===== src/msi_request_pkg.sv =====
// Behaviour
// - The block raises the grant output to acknowledge that it has taken a pending request.
// - Each request carries a 3-bit traffic class, and the interrupt goes out in that class.
// - Each request carries a 5-bit vector offset that is added to the base message data.
// - Each interrupt leaves as a memory write packet on the link side.
// - Bit 8 of the exported control/status view reads 1 when per-vector masking is supported.
// - Bit 7 of the view reads 1 when a 64-bit message address can be sent, else 0.
// - Bits 6 to 4 of the view give the allocated count, and codes 110 and 111 are reserved.
// - Bits 3 to 1 of the view give the requested count that system software reads.
// - While bit 0 of the view is clear, no request is made and no interrupt is sent; a request made anyway is refused and flagged in EV_REFUSED.
// - A grant comes two clock cycles after the request at the earliest, never sooner.
package msi_request_pkg;

  localparam logic [7:0] OFS_CONFIG     = 8'h00;
  localparam logic [7:0] OFS_VIEW       = 8'h04;
  localparam logic [7:0] OFS_ADDR_LO    = 8'h08;
  localparam logic [7:0] OFS_ADDR_HI    = 8'h0C;
  localparam logic [7:0] OFS_DATA_BASE  = 8'h10;
  localparam logic [7:0] OFS_IRQ_STATUS = 8'h14;
  localparam logic [7:0] OFS_IRQ_MASK   = 8'h18;
  localparam logic [7:0] OFS_ENGINE     = 8'h1C;

  localparam logic [2:0]  SIZE_WORD     = 3'h2;
  localparam logic [15:0] CONFIG_RESET  = 16'h0000;
  localparam logic [15:0] CONFIG_WMASK  = 16'h01FF;
  localparam logic [31:0] ADDR_RESET    = 32'h0000_0000;
  localparam logic [15:0] DATA_RESET    = 16'h0000;

  // Event bit positions in status and mask
  localparam int EV_SENT     = 0;
  localparam int EV_REFUSED  = 1;
  localparam int EV_RANGE    = 2;
  localparam int EV_COUNT    = 3;

  localparam logic [2:0] COUNT_1  = 3'h0;
  localparam logic [2:0] COUNT_2  = 3'h1;
  localparam logic [2:0] COUNT_4  = 3'h2;
  localparam logic [2:0] COUNT_8  = 3'h3;
  localparam logic [2:0] COUNT_16 = 3'h4;
  localparam logic [2:0] COUNT_32 = 3'h5;

  typedef struct packed {
    logic [6:0] reserved;
    logic       vector_mask_capable;
    logic       addr64_capable;
    logic [2:0] alloc_count;
    logic [2:0] request_count;
    logic       enable;
  } msi_csr_t;

  typedef struct packed {
    logic [2:0]  traffic_class;
    logic        addr64;
    logic [63:0] addr;
    logic [15:0] data;
  } mem_write_t;

  typedef enum logic [1:0] {
    ST_IDLE,
    ST_SEND,
    ST_RELEASE
  } engine_state_t;

endpackage : msi_request_pkg


===== src/msi_message_former.sv =====
`timescale 1ns/1ns
`default_nettype none
module msi_message_former (
  input  wire msi_request_pkg::msi_csr_t   csr,
  input  wire logic [2:0]                  traffic_class,
  input  wire logic [4:0]                  vector,
  input  wire logic [31:0]                 addr_lo,
  input  wire logic [31:0]                 addr_hi,
  input  wire logic [15:0]                 data_base,
  output msi_request_pkg::mem_write_t      pkt,
  output logic                             vector_ok
);
  import msi_request_pkg::*;

  logic [4:0] alloc_mask;

  always_comb begin
    unique case (csr.alloc_count)
      COUNT_1:  alloc_mask = 5'h00;
      COUNT_2:  alloc_mask = 5'h01;
      COUNT_4:  alloc_mask = 5'h03;
      COUNT_8:  alloc_mask = 5'h07;
      COUNT_16: alloc_mask = 5'h0F;
      COUNT_32: alloc_mask = 5'h1F;
      // Reserved codes fall back to one message
      default:  alloc_mask = 5'h00;
    endcase
  end

  always_comb begin
    vector_ok          = (vector & ~alloc_mask) == 5'h00;
    pkt.traffic_class  = traffic_class;
    pkt.addr64         = csr.addr64_capable;
    pkt.addr           = csr.addr64_capable ? {addr_hi, addr_lo[31:2], 2'h0}
                                            : {32'h0000_0000, addr_lo[31:2], 2'h0};
    pkt.data           = 16'(data_base + {11'h000, vector & alloc_mask});
  end

endmodule : msi_message_former
`default_nettype wire


===== src/msi_request_interface.sv =====
// Our own choices: the placing of the registers and the AHB-Lite slave port.
`timescale 1ns/1ns
`default_nettype none
module msi_request_interface (
  input  wire logic                        clk,
  input  wire logic                        rst,
  input  wire logic                        hsel,
  input  wire logic [31:0]                 haddr,
  input  wire logic [1:0]                  htrans,
  input  wire logic                        hwrite,
  input  wire logic [2:0]                  hsize,
  input  wire logic [31:0]                 hwdata,
  input  wire logic                        hready,
  output logic [31:0]                      hrdata,
  output logic                             hreadyout,
  output logic                             hresp,
  input  wire logic                        msi_request_in,
  input  wire logic [2:0]                  msi_traffic_class_in,
  input  wire logic [4:0]                  msi_vector_in,
  output logic                             msi_grant,
  output msi_request_pkg::msi_csr_t        msi_csr_out,
  output logic                             tlp_valid,
  input  wire logic                        tlp_ready,
  output msi_request_pkg::mem_write_t      tlp_pkt,
  output logic                             irq
);
  import msi_request_pkg::*;

  logic                 pend;
  logic                 pend_write;
  logic [7:0]           pend_addr;
  logic                 commit;
  logic [31:0]          read_mux;
  logic [31:0]          addr_lo;
  logic [31:0]          addr_hi;
  logic [15:0]          data_base;
  logic [EV_COUNT-1:0]  irq_status;
  logic [EV_COUNT-1:0]  irq_mask;
  logic [EV_COUNT-1:0]  ev_set;
  logic [EV_COUNT-1:0]  ev_clr;
  engine_state_t        state;
  mem_write_t           formed;
  logic                 vector_ok;
  logic [2:0]           hsize_q;

  msi_message_former u_former (
    .csr           (msi_csr_out),
    .traffic_class (msi_traffic_class_in),
    .vector        (msi_vector_in),
    .addr_lo       (addr_lo),
    .addr_hi       (addr_hi),
    .data_base     (data_base),
    .pkt           (formed),
    .vector_ok     (vector_ok)
  );

  // Every transfer takes one wait state, so reads always see committed writes
  always_ff @(posedge clk) begin
    if (rst) begin
      pend       <= 1'b0;
      pend_write <= 1'b0;
      pend_addr  <= 8'h00;
      hreadyout  <= 1'b1;
      hrdata     <= 32'h0000_0000;
    end else if (pend) begin
      pend      <= 1'b0;
      hreadyout <= 1'b1;
      hrdata    <= pend_write ? 32'h0000_0000 : read_mux;
    end else if (hsel && htrans[1] && hready) begin
      pend       <= 1'b1;
      hreadyout  <= 1'b0;
      pend_addr  <= haddr[7:0];
      pend_write <= hwrite;
    end
  end

  always_ff @(posedge clk) begin
    if (rst) begin
      hresp <= 1'b0;
    end else begin
      hresp <= 1'b0;
    end
  end

  // Only whole-word writes take effect
  assign commit = pend && pend_write && (hsize_q == SIZE_WORD);

  always_ff @(posedge clk) begin
    if (rst) begin
      hsize_q <= SIZE_WORD;
    end else if (!pend && hsel && htrans[1] && hready) begin
      hsize_q <= hsize;
    end
  end

  always_comb begin
    unique case (pend_addr)
      OFS_CONFIG:     read_mux = {16'h0000, msi_csr_out};
      OFS_VIEW:       read_mux = {16'h0000, msi_csr_out};
      OFS_ADDR_LO:    read_mux = addr_lo;
      OFS_ADDR_HI:    read_mux = addr_hi;
      OFS_DATA_BASE:  read_mux = {16'h0000, data_base};
      OFS_IRQ_STATUS: read_mux = {29'h0000_0000, irq_status};
      OFS_IRQ_MASK:   read_mux = {29'h0000_0000, irq_mask};
      OFS_ENGINE:     read_mux = {28'h000_0000, tlp_valid, msi_grant, 2'(state)};
      default:        read_mux = 32'h0000_0000;
    endcase
  end

  // view fields written by software, reserved bits held at zero
  always_ff @(posedge clk) begin
    if (rst) begin
      msi_csr_out <= msi_csr_t'(CONFIG_RESET);
    end else if (commit && pend_addr == OFS_CONFIG) begin
      msi_csr_out <= msi_csr_t'(hwdata[15:0] & CONFIG_WMASK);
    end
  end

  always_ff @(posedge clk) begin
    if (rst) begin
      addr_lo   <= ADDR_RESET;
      addr_hi   <= ADDR_RESET;
      data_base <= DATA_RESET;
    end else if (commit) begin
      if (pend_addr == OFS_ADDR_LO) begin
        addr_lo <= hwdata;
      end
      if (pend_addr == OFS_ADDR_HI) begin
        addr_hi <= hwdata;
      end
      if (pend_addr == OFS_DATA_BASE) begin
        data_base <= hwdata[15:0];
      end
    end
  end

  always_comb begin
    ev_set              = '0;
    ev_set[EV_SENT]     = (state == ST_SEND) && tlp_ready;
    ev_set[EV_REFUSED]  = (state == ST_IDLE) && msi_request_in && !msi_csr_out.enable;
    ev_set[EV_RANGE]    = (state == ST_IDLE) && msi_request_in && msi_csr_out.enable
                          && !vector_ok;
    ev_clr              = (commit && pend_addr == OFS_IRQ_STATUS)
                          ? hwdata[EV_COUNT-1:0] : '0;
  end

  // Set beats a simultaneous write-one clear
  always_ff @(posedge clk) begin
    if (rst) begin
      irq_status <= '0;
    end else begin
      irq_status <= (irq_status & ~ev_clr) | ev_set;
    end
  end

  always_ff @(posedge clk) begin
    if (rst) begin
      irq_mask <= '0;
    end else if (commit && pend_addr == OFS_IRQ_MASK) begin
      irq_mask <= hwdata[EV_COUNT-1:0];
    end
  end

  always_ff @(posedge clk) begin
    if (rst) begin
      irq <= 1'b0;
    end else begin
      irq <= |(irq_status & irq_mask);
    end
  end

  // Packet is frozen at acceptance so a late change of inputs cannot tear it
  always_ff @(posedge clk) begin
    if (rst) begin
      state     <= ST_IDLE;
      tlp_valid <= 1'b0;
      tlp_pkt   <= '0;
      msi_grant <= 1'b0;
    end else begin
      msi_grant <= 1'b0;
      unique case (state)
        ST_IDLE: begin
          if (msi_request_in && msi_csr_out.enable) begin
            tlp_pkt   <= formed;
            tlp_valid <= 1'b1;
            state     <= ST_SEND;
          end
        end
        ST_SEND: begin
          if (tlp_ready) begin
            tlp_valid <= 1'b0;
            msi_grant <= 1'b1;
            state     <= ST_RELEASE;
          end
        end
        ST_RELEASE: begin
          if (!msi_request_in) begin
            state <= ST_IDLE;
          end
        end
        // Spare state code drops any packet and goes back to idle
        default: begin
          tlp_valid <= 1'b0;
          state     <= ST_IDLE;
        end
      endcase
    end
  end

  a_grant_not_early: assert property (@(posedge clk) disable iff (rst)
    $rose(msi_grant) |-> $past(msi_request_in) && $past(msi_request_in, 2))
    else $error("grant came too soon after request");

  a_grant_one_pulse: assert property (@(posedge clk) disable iff (rst)
    msi_grant |=> !msi_grant)
    else $error("grant longer than one cycle");

  a_grant_on_accept: assert property (@(posedge clk) disable iff (rst)
    tlp_valid && tlp_ready |=> msi_grant && !tlp_valid)
    else $error("accepted packet not granted");

  a_no_send_disabled: assert property (@(posedge clk) disable iff (rst)
    $rose(tlp_valid) |-> $past(msi_csr_out.enable) && $past(msi_request_in))
    else $error("packet started while disabled");

  a_class_carried: assert property (@(posedge clk) disable iff (rst)
    $rose(tlp_valid) |-> tlp_pkt.traffic_class == $past(msi_traffic_class_in))
    else $error("traffic class not carried");

  a_offset_full_32: assert property (@(posedge clk) disable iff (rst)
    $rose(tlp_valid) && $past(msi_csr_out.alloc_count) == COUNT_32
    |-> tlp_pkt.data == 16'($past(data_base) + {11'h000, $past(msi_vector_in)}))
    else $error("message data not base plus offset");

  a_offset_eight: assert property (@(posedge clk) disable iff (rst)
    $rose(tlp_valid) && $past(msi_csr_out.alloc_count) == COUNT_8
    |-> tlp_pkt.data == 16'($past(data_base) + {13'h0000, $past(msi_vector_in[2:0])}))
    else $error("eight message code misread");

  a_packet_held: assert property (@(posedge clk) disable iff (rst)
    tlp_valid && !tlp_ready |=> tlp_valid && $stable(tlp_pkt))
    else $error("packet dropped or changed before acceptance");

  a_addr32_upper: assert property (@(posedge clk) disable iff (rst)
    $rose(tlp_valid) && !$past(msi_csr_out.addr64_capable)
    |-> tlp_pkt.addr[63:32] == 32'h0000_0000 && !tlp_pkt.addr64)
    else $error("upper address sent while 32-bit only");

  a_view_written: assert property (@(posedge clk) disable iff (rst)
    commit && pend_addr == OFS_CONFIG
    |=> msi_csr_out[8:0] == $past(hwdata[8:0]) && msi_csr_out[15:9] == 7'h00)
    else $error("view fields do not follow the write");

  a_count_fields: assert property (@(posedge clk) disable iff (rst)
    $rose(hreadyout) && !$past(pend_write) && $past(pend_addr) == OFS_VIEW
    |-> hrdata[6:1] == {msi_csr_out.alloc_count, msi_csr_out.request_count})
    else $error("count fields misreported");

  a_grant_needs_request: assert property (@(posedge clk) disable iff (rst)
    msi_grant |-> $past(msi_request_in) && $past(state) == ST_SEND)
    else $error("grant without a pending request");

  a_offset_one: assert property (@(posedge clk) disable iff (rst)
    $rose(tlp_valid) && $past(msi_csr_out.alloc_count) == COUNT_1
    |-> tlp_pkt.data == $past(data_base))
    else $error("one message data not base");

  a_offset_two: assert property (@(posedge clk) disable iff (rst)
    $rose(tlp_valid) && $past(msi_csr_out.alloc_count) == COUNT_2
    |-> tlp_pkt.data == 16'($past(data_base) + {15'h0000, $past(msi_vector_in[0])}))
    else $error("two message code misread");

  a_offset_four: assert property (@(posedge clk) disable iff (rst)
    $rose(tlp_valid) && $past(msi_csr_out.alloc_count) == COUNT_4
    |-> tlp_pkt.data == 16'($past(data_base) + {14'h0000, $past(msi_vector_in[1:0])}))
    else $error("four message code misread");

  a_offset_sixteen: assert property (@(posedge clk) disable iff (rst)
    $rose(tlp_valid) && $past(msi_csr_out.alloc_count) == COUNT_16
    |-> tlp_pkt.data == 16'($past(data_base) + {12'h000, $past(msi_vector_in[3:0])}))
    else $error("sixteen message code misread");

  a_count_reserved: assert property (@(posedge clk) disable iff (rst)
    $rose(tlp_valid) && $past(msi_csr_out.alloc_count[2:1]) == 2'h3
    |-> tlp_pkt.data == $past(data_base))
    else $error("reserved count not treated as one message");

  a_addr64_full: assert property (@(posedge clk) disable iff (rst)
    $rose(tlp_valid) && $past(msi_csr_out.addr64_capable)
    |-> tlp_pkt.addr64 && tlp_pkt.addr == {$past(addr_hi), $past(addr_lo[31:2]), 2'h0})
    else $error("full address not sent while capable");

  a_refused_flag: assert property (@(posedge clk) disable iff (rst)
    state == ST_IDLE && msi_request_in && !msi_csr_out.enable |=> irq_status[EV_REFUSED])
    else $error("request while disabled not flagged");

  a_sent_flag: assert property (@(posedge clk) disable iff (rst)
    tlp_valid && tlp_ready |=> irq_status[EV_SENT])
    else $error("accepted packet not flagged");

  a_capability_read: assert property (@(posedge clk) disable iff (rst)
    $rose(hreadyout) && !$past(pend_write) && $past(pend_addr) == OFS_VIEW
    |-> hrdata[8:7] == {msi_csr_out.vector_mask_capable, msi_csr_out.addr64_capable})
    else $error("capability bits misreported");

  a_enable_read: assert property (@(posedge clk) disable iff (rst)
    $rose(hreadyout) && !$past(pend_write) && $past(pend_addr) == OFS_VIEW
    |-> hrdata[0] == msi_csr_out.enable)
    else $error("enable bit misreported");

endmodule : msi_request_interface
`default_nettype wire


===== config.mk =====
export PLATFORM = sky130hd
export DESIGN_NAME = msi_request_interface
export DESIGN_NICKNAME = d
export VERILOG_FILES = /design/src/msi_request_pkg.sv /design/src/msi_message_former.sv /design/src/msi_request_interface.sv
export SDC_FILE = /design/constraint.sdc
export NUM_CORES = 1
export LEC_CHECK = 0
export BUFFER_PORTS_ARGS = -buffer_cell sky130_fd_sc_hd__buf_2
export CAP_MARGIN = 20
export CORE_ASPECT_RATIO = 1.4
export CORE_UTILIZATION = 40
export CTS_BUF_LIST = sky130_fd_sc_hd__clkbuf_16
export DETAILED_ROUTE_END_ITERATION = 7
export GPL_TIMING_DRIVEN = 0
export SLEW_MARGIN = 20
export SYNTH_ARGS = -nofsm -noshare
export SYNTH_HDL_FRONTEND = slang
export SYNTH_SLANG_ARGS = --single-unit

===== constraint.sdc =====
create_clock -name clk -period 2.8 [get_ports clk]
set_clock_uncertainty 0.1 [all_clocks]
set_input_delay 0.28 -clock clk [delete_from_list [all_inputs] [get_ports clk]]
set_output_delay 0.28 -clock clk [all_outputs]
set_load 0.01 [all_outputs]

======== Word-level counts from Yosys, hierarchy flattened ========
Index checks and enable logic that the tools add are counted.
W data, S select, Z words.
storage, ports and cells
  register bits after elaboration ......... 230
  input port bits ......................... 84
  output and inout port bits .............. 137
  logic and storage cells ................. 100
operators by class
  add/sub/neg operators ................... 1
  eq/ne operators ......................... 18
  mux-type cells .......................... 14
  bitwise logic cells ..................... 10
  reductions and logical operators ........ 33
operator list
  operator              number
  $pmux W32 S7          1
  $mux W64              1
  $eq A8 B5 Y1 const B  4
  $mux W32              1
  $pmux W5 S5           1
  $add A16 B5 Y16       1
  $eq A8 B4 Y1 const B  2
  $logic_and A1 B1 Y1   16
  $and A5 B5 Y5         2
  $reduce_and A2 Y1     5
  $eq A3 B2 Y1 const B  3
  $eq A8 B3 Y1 const B  1
  $logic_not A8 Y1      1
  $and A3 B3 Y3         2
  $eq A3 B3 Y1 const B  2
  $mux W2               3
  $pmux W2 S3           1
  $reduce_and A3 Y1     2
  $reduce_or A2 Y1      3
  $logic_not A5 Y1      1
  $not A5 Y5            1
  $mux W1               4
  $ne A2 B2 Y1 const B  2
  $eq A3 B1 Y1 const B  1
  11 further kinds      15

======== Logic depth before layout (Yosys ltp) ========
  depth after elaboration ................. 8
  mapped depth ............................ 12

======== Cells and area by module ========
From an unflattened synthesis, not the netlist that was laid out.
unflattened totals
  cells, all modules ...................... 1238
  area, all modules ....................... 9893.2 um^2
modules (own cells, without submodules)
  module                 instances  cells each  area an instance (um^2)  sequential area each (um^2)
  msi_request_interface  1          1099        8903.5                   4604.4
  msi_message_former     1          139         989.7                    0.0

======== Least setup slack after synthesis ========
No wires, ideal clock.
  path type ............................... register to register
  start ................................... register msi_csr_out[6] (netlist name)
  end ..................................... register tlp_pkt[10] (netlist name)
  arrival ................................. 2388 ps
  required time ........................... 2614 ps
  slack ................................... 227 ps
  stages on the path, launching flop included .. 10
  clock period less this slack ............ 2573 ps
  cell sequence ........................... dfxtp_1 clkbuf_1 nor2b_1 o21ai_0 fa_1 nand2b_1 a21oi_1 o21ai_0 xor2_1 a211oi_1
on the way
  word-level cells in the longest chain between the ends .. 4
  elaborated cells between the ends (all ways) .. 8
ends and longest elaborated chain
  element                                     RTL line                      text
  from (decl)                                 msi_request_interface.sv:21   output msi_request_pkg::msi_csr_t msi_csr_out,
  from (signal assigned)                      msi_request_interface.sv:113  msi_csr_out <= msi_csr_t'(CONFIG_RESET);
  from (signal assigned)                      msi_request_interface.sv:115  msi_csr_out <= msi_csr_t'(hwdata[15:0] & CONFIG_WMASK);
  $eq A3 B3 Y1, or another cell as far along  msi_message_former.sv:18      unique case (csr.alloc_count)
  $pmux W5 S5 *                               msi_message_former.sv:18
  $and A5 B5 Y5 *                             msi_message_former.sv:36      pkt.data = 16'(data_base + {11'h000, vector & alloc_mask});
  $add A16 B5 Y16 *                           msi_message_former.sv:36
  to (signal assigned)                        msi_request_interface.sv:184  tlp_pkt <= formed;
  to (decl)                                   msi_request_interface.sv:24   output msi_request_pkg::mem_write_t tlp_pkt,
Every way passes the cells marked *; elsewhere a longest branch is shown, timed or not.
A chain may end at the register's enable or synchronous reset.

======== Worst setup path after layout ========
  start ................................... register msi_csr_out[5] (netlist name)
  end ..................................... register tlp_pkt[10] (netlist name)
Same word-level chain as after synthesis.

==> summary.md <==
| Metric | Value |
|---|---|
| Outcome | finished, final reports clean |
| Core outline area | 0.02210 mm² |
| Power density cells | 554.9 mW/mm² |
| Number of CTS-inserted buffers | 23 |
| Fraction of the yosys area taken by sequential cells | 0.5017 |
| Area taken by flip-flops and latches | 0.004568 mm² |
| Class of the worst hold path | in -> reg |
| Width of the die | 129.5 µm |
| Fraction of final layout cells with drive strength greater than 1 | 0.1767 |
| Max-Cap Viols | 0 |
| Final Wtd Congestion | 0.9026 |
| Clock slew at reported path FFs | 0.06 ns |
| Final cell count without fillers | 1712 |
| Number of clock sinks | 228 |
| Highest clock rate | 0.3864 GHz |
| HPWL after detailed placement | 22.25 mm |
| Worst-case register-to-register setup slack | 0.21 ns |
| Count of standard-cell rows | 64 |
| Depth of the CTS H-tree | 1 |
| Syn Inst Count | 1135 |
| Post-route core utilization | 0.5262 |
| Number of input and output port buffers inserted | 185 |
| Post-route cell area | 0.01163 mm² |
| Full die area | 0.02336 mm² |
| Crit Path Category | reg -> reg |
| Final Hold Slack | 0.04210 ns |
| Setup repair bufs after CTS | 0 |
| Int Power | 0.005028 W |
| Worst-Skew Late Latency | 0.51 ns |
| Largest voltage drop on the vdd net | 0.3432 mV |
| Total congestion overflow | 0 |
| Proportion of power drawn by combinational gates | 0.046 |
| RR Startpoint | msi_csr_out[5] |
| Setup repair after global routing missed its margin | false |
| Area overhead of the layout relative to synthesis | 27.82% |
| Post-Place Cell Area | 0.01045 mm² |
| Cell-by-cell listing of the critical path | nor3_1 -> nor2_1 -> ha_1 -> inv_1 -> fa_1 -> nand2b_1 -> a21oi_4 -> o21ai_0 -> xor2_1 -> a211oi_1 |
| Static leakage power | 4.605 nW |
| Top area cells in the synthesized netlist | dfxtp_1, nand2_1, a21oi_1, mux2i_1, clkbuf_1 |
| Number of distinct library cells after synthesis | 53 |
| Slew margin rel. | 0.3993 |
| Cell with the largest stage delay on the worst path | dfxtp_2 |
| Critical path capture point type | flop |
| Number of diodes | 0 |
| Critical-path maximum fanout | 9 |
| Slew at the pin closest to its max-slew limit | 0.9010 ns |
| FF-to-FF End | tlp_pkt[10] |
| Multi-input combinational cell area | 0.004125 mm² |
| Critical path destination | tlp_pkt[10] |
| Io pins | 221 |
| Prevailing post-synth register cell | dfxtp_1 |
| Clock Tree Buf Depth | 3 |
| Required time reported for the critical path endpoint | 3.10 ns |
| Pins Over Slew Limit | 0 |
| Cell Area, Synth | 0.009099 mm² |
| Mean cell area of the mapped netlist | 8.016 µm² |
| Clock share of power | 0.449 |
| Startpoint of the most critical setup path | msi_csr_out[5] |
| Hold Path Stages | 4 |
| Post-synthesis sequential element count | 228 |
| Root Buffer | clkbuf_16 |
| Hold Vio Cnt, Final | 0 |
| Total power consumption of the routed design | 0.006453 W |
| Sum of routed wire length over all layers | 30.19 mm |
| Share of total power consumed by net switching | 0.2208 |
| Number of warnings reported in the yosys synthesis log | 0 |
| Fraction of synthesized cell area taken by the top area cell type | 0.5017 |
| Number of buffers and inverters on the critical path | 1 |
| Share of total power in sequential cells | 0.505 |
| Post-synth EDFFs | 0 |
| Global-route wire length before repair | 45.97 mm |
| First-iteration detailed-routing DRC count | 508 |
| Vias per cell | 5.131 |
| Number of remaining DRC errors | 0 |
| Sw power | 0.001425 W |
| Highest cell delay on the worst timing path | 0.42 ns |
| Number of stages on the worst setup path | 10 |
| # placed instances | 1626 |
| Nets | 1491 |
| Post-synthesis async set-or-reset flop share | 0 |
| Shortest period the worst path allows | 2.588 ns |
| Critical path data arrival time | 2.89 ns |
| Cell family with the largest share of critical-path delay | compound AO/OA/AOI/OAI gates |
| First-pass DRT Iterations | 7 |
| Number of global-route vias before repair | 8326 |
| Final number of setup-violating endpoints | 0 |
| TritonCTS clock tree | yes |
| CP startpoint kind | flop |
| Fill cell count | 2183 |
| Initial core utilization | 0.4117 |
| Largest net degree at the start of global routing | 14 |
| Post-DRT Antenna Nets | 0 |
| Detailed-route wire length per cell | 17.64 µm |
| Global-route usage over all layers | 0.2572 |
| Via total after detailed routing | 8784 |
| Number of antenna violations at the first check in global routing | 0 |
| Yosys top cell by area | dfxtp_1 |
| Die span in y | 180.5 µm |
| Number of cell instances on the worst register-to-register path | 10 |
| Final worst path period share | 0.9244 |
stage by stage:
step / setup TNS, ns / setup WS, ns
finish: 0 / 0.2118
global route: 0 / 0.01736
CTS: 0 / 0.05536
detailed placement: -1.095 / -0.2583
global placement: -0.4973 / -0.1757
floorplan: 0 / 0.2266
synth_stat cells, types with 2 or more instances:
library cell  number
buf_1              4
mux2_2             2
nand3_1           43
clkbuf_1          72
xor2_1             9
buf_4             12
nand2b_1           8
and3_1             3
nor2_1            52
a22o_1             6
nor3_1             7
nor4b_1            3
o21ai_1           11
nand4b_1           2
nor2b_1            8
or2_2              2
a32o_1             2
buf_2             11
inv_1              8
dfxtp_1          228
ha_1               5
nand2_1          315
a211oi_1           5
and2_1             2
o21ai_0           37
a31oi_1            5
mux2i_1           28
nand4_1            3
a22oi_1           30
o22ai_1            6
a21oi_1          179
a21o_1             2
o2111ai_1          3
or4_1              3
worst register-to-register path, delay by kind of cell (launching register included):
kind | cells | cell delay [ns]
adders and majority gates | 2 | 0.63
and+or+nand+nor | 3 | 0.45
DFF | 1 | 0.42
buffers and inverters | 1 | 0.07
xor gates and xnor gates | 1 | 0.17
AOI/OAI and AO/OA | 3 | 0.65
worst min path at each step:
stage,start,slack [ns],endpoint
final,msi_request_in,0.04,state[0]
after global routing,hready,0.06,pend
after CTS,htrans[1],0.03,pend
after detailed placement,hrdata[26],0.34,hrdata[26]
after global placement,hrdata[1],0.33,hrdata[1]
after floorplan,hsize[1],0.30,hsize_q[1]
power groups by stage:
stage,clock network [W],logic (W),registers [W]
2_1_floorplan,0,0.000114,0.00333
3_3_place_gp,0,0.000240,0.00333
3_5_place_dp,0,0.000241,0.00333
4_1_cts,0.00294,0.000294,0.00326
5_1_grt,0.00308,0.000316,0.00326
6_report,0.00290,0.000295,0.00326
metal layers:
metal  wire [µm]  global-route usage  up-vias
met5           0                   0        -
met4         928             0.09442        0
met3        1739             0.03147       51
met2       14960              0.4518      304
met1       12560              0.3175     4083
li1            -                   -     4346
sequential cells by signal, indices dropped and copies added, names as in the netlist, 2 cells and up:
signal / flops
tlp_pkt: 82
addr_hi: 32
addr_lo: 32
hrdata: 32
data_base: 16
msi_csr_out: 9
pend_addr: 8
hsize_q: 3
irq_mask: 3
irq_status: 3
state: 2
cell usage in the layout (no fill, tap or decap), types with 4 or more instances in the layout:
cell | Yosys | layout
buf_1 | 4 | 4
xor2_1 | 9 | 9
clkinv_1 | 0 | 6
conb_1 | 1 | 10
buf_4 | 12 | 12
clkbuf_1 | 72 | 71
mux2i_1 | 28 | 28
nand3_1 | 43 | 43
a31oi_1 | 5 | 5
o21ai_0 | 37 | 35
nor2b_1 | 8 | 7
a211oi_1 | 5 | 5
nor2_1 | 52 | 52
dfxtp_1 | 228 | 225
dlygate4sd3_1 | 0 | 48
o22ai_1 | 6 | 6
nand2b_1 | 8 | 8
o21ai_1 | 11 | 13
inv_1 | 8 | 14
ha_1 | 5 | 5
a22oi_1 | 30 | 30
a22o_1 | 6 | 6
a21oi_1 | 179 | 178
buf_2 | 11 | 196
clkbuf_16 | 0 | 23
nor3_1 | 7 | 7
nand2_1 | 315 | 315
cell families (layout without fill, tap and decap cells):
group                      after synthesis  in the layout  synth area share
and+or+nand+nor                        460            460            0.2144
DFF                                    228            228            0.5017
muxes                                   30             30           0.03328
other                                    1             10         0.0004121
xor gates and xnor gates                10             10          0.009627
buffers and inverters                  108            379           0.05184
adders and majority gates                6              6          0.009076
AOI/OAI and AO/OA                      292            292            0.1797
area by class of cell:
| class | instances | share of cell area |
|---|---|---|
| Sequential cell | 228 | 0.3928 |
| Tap cell | 297 | 0.03195 |
| Multi-Input combinational cell | 808 | 0.3547 |
| Buffer | 99 | 0.03765 |
| Timing Repair Buffer | 233 | 0.1209 |
| Clock inverter | 16 | 0.009898 |
| Inverter | 8 | 0.002582 |
| Clock buffer | 23 | 0.04949 |
timing repair:
action                                 CTS  global route
hold buffers                            48             0
gates cloned                             0             0
setup endpoints to repair               11            11
gates resized for setup                  3             5
endpoints found under the hold margin   99             0
Note: power is estimated with default switching activity, not from simulation.
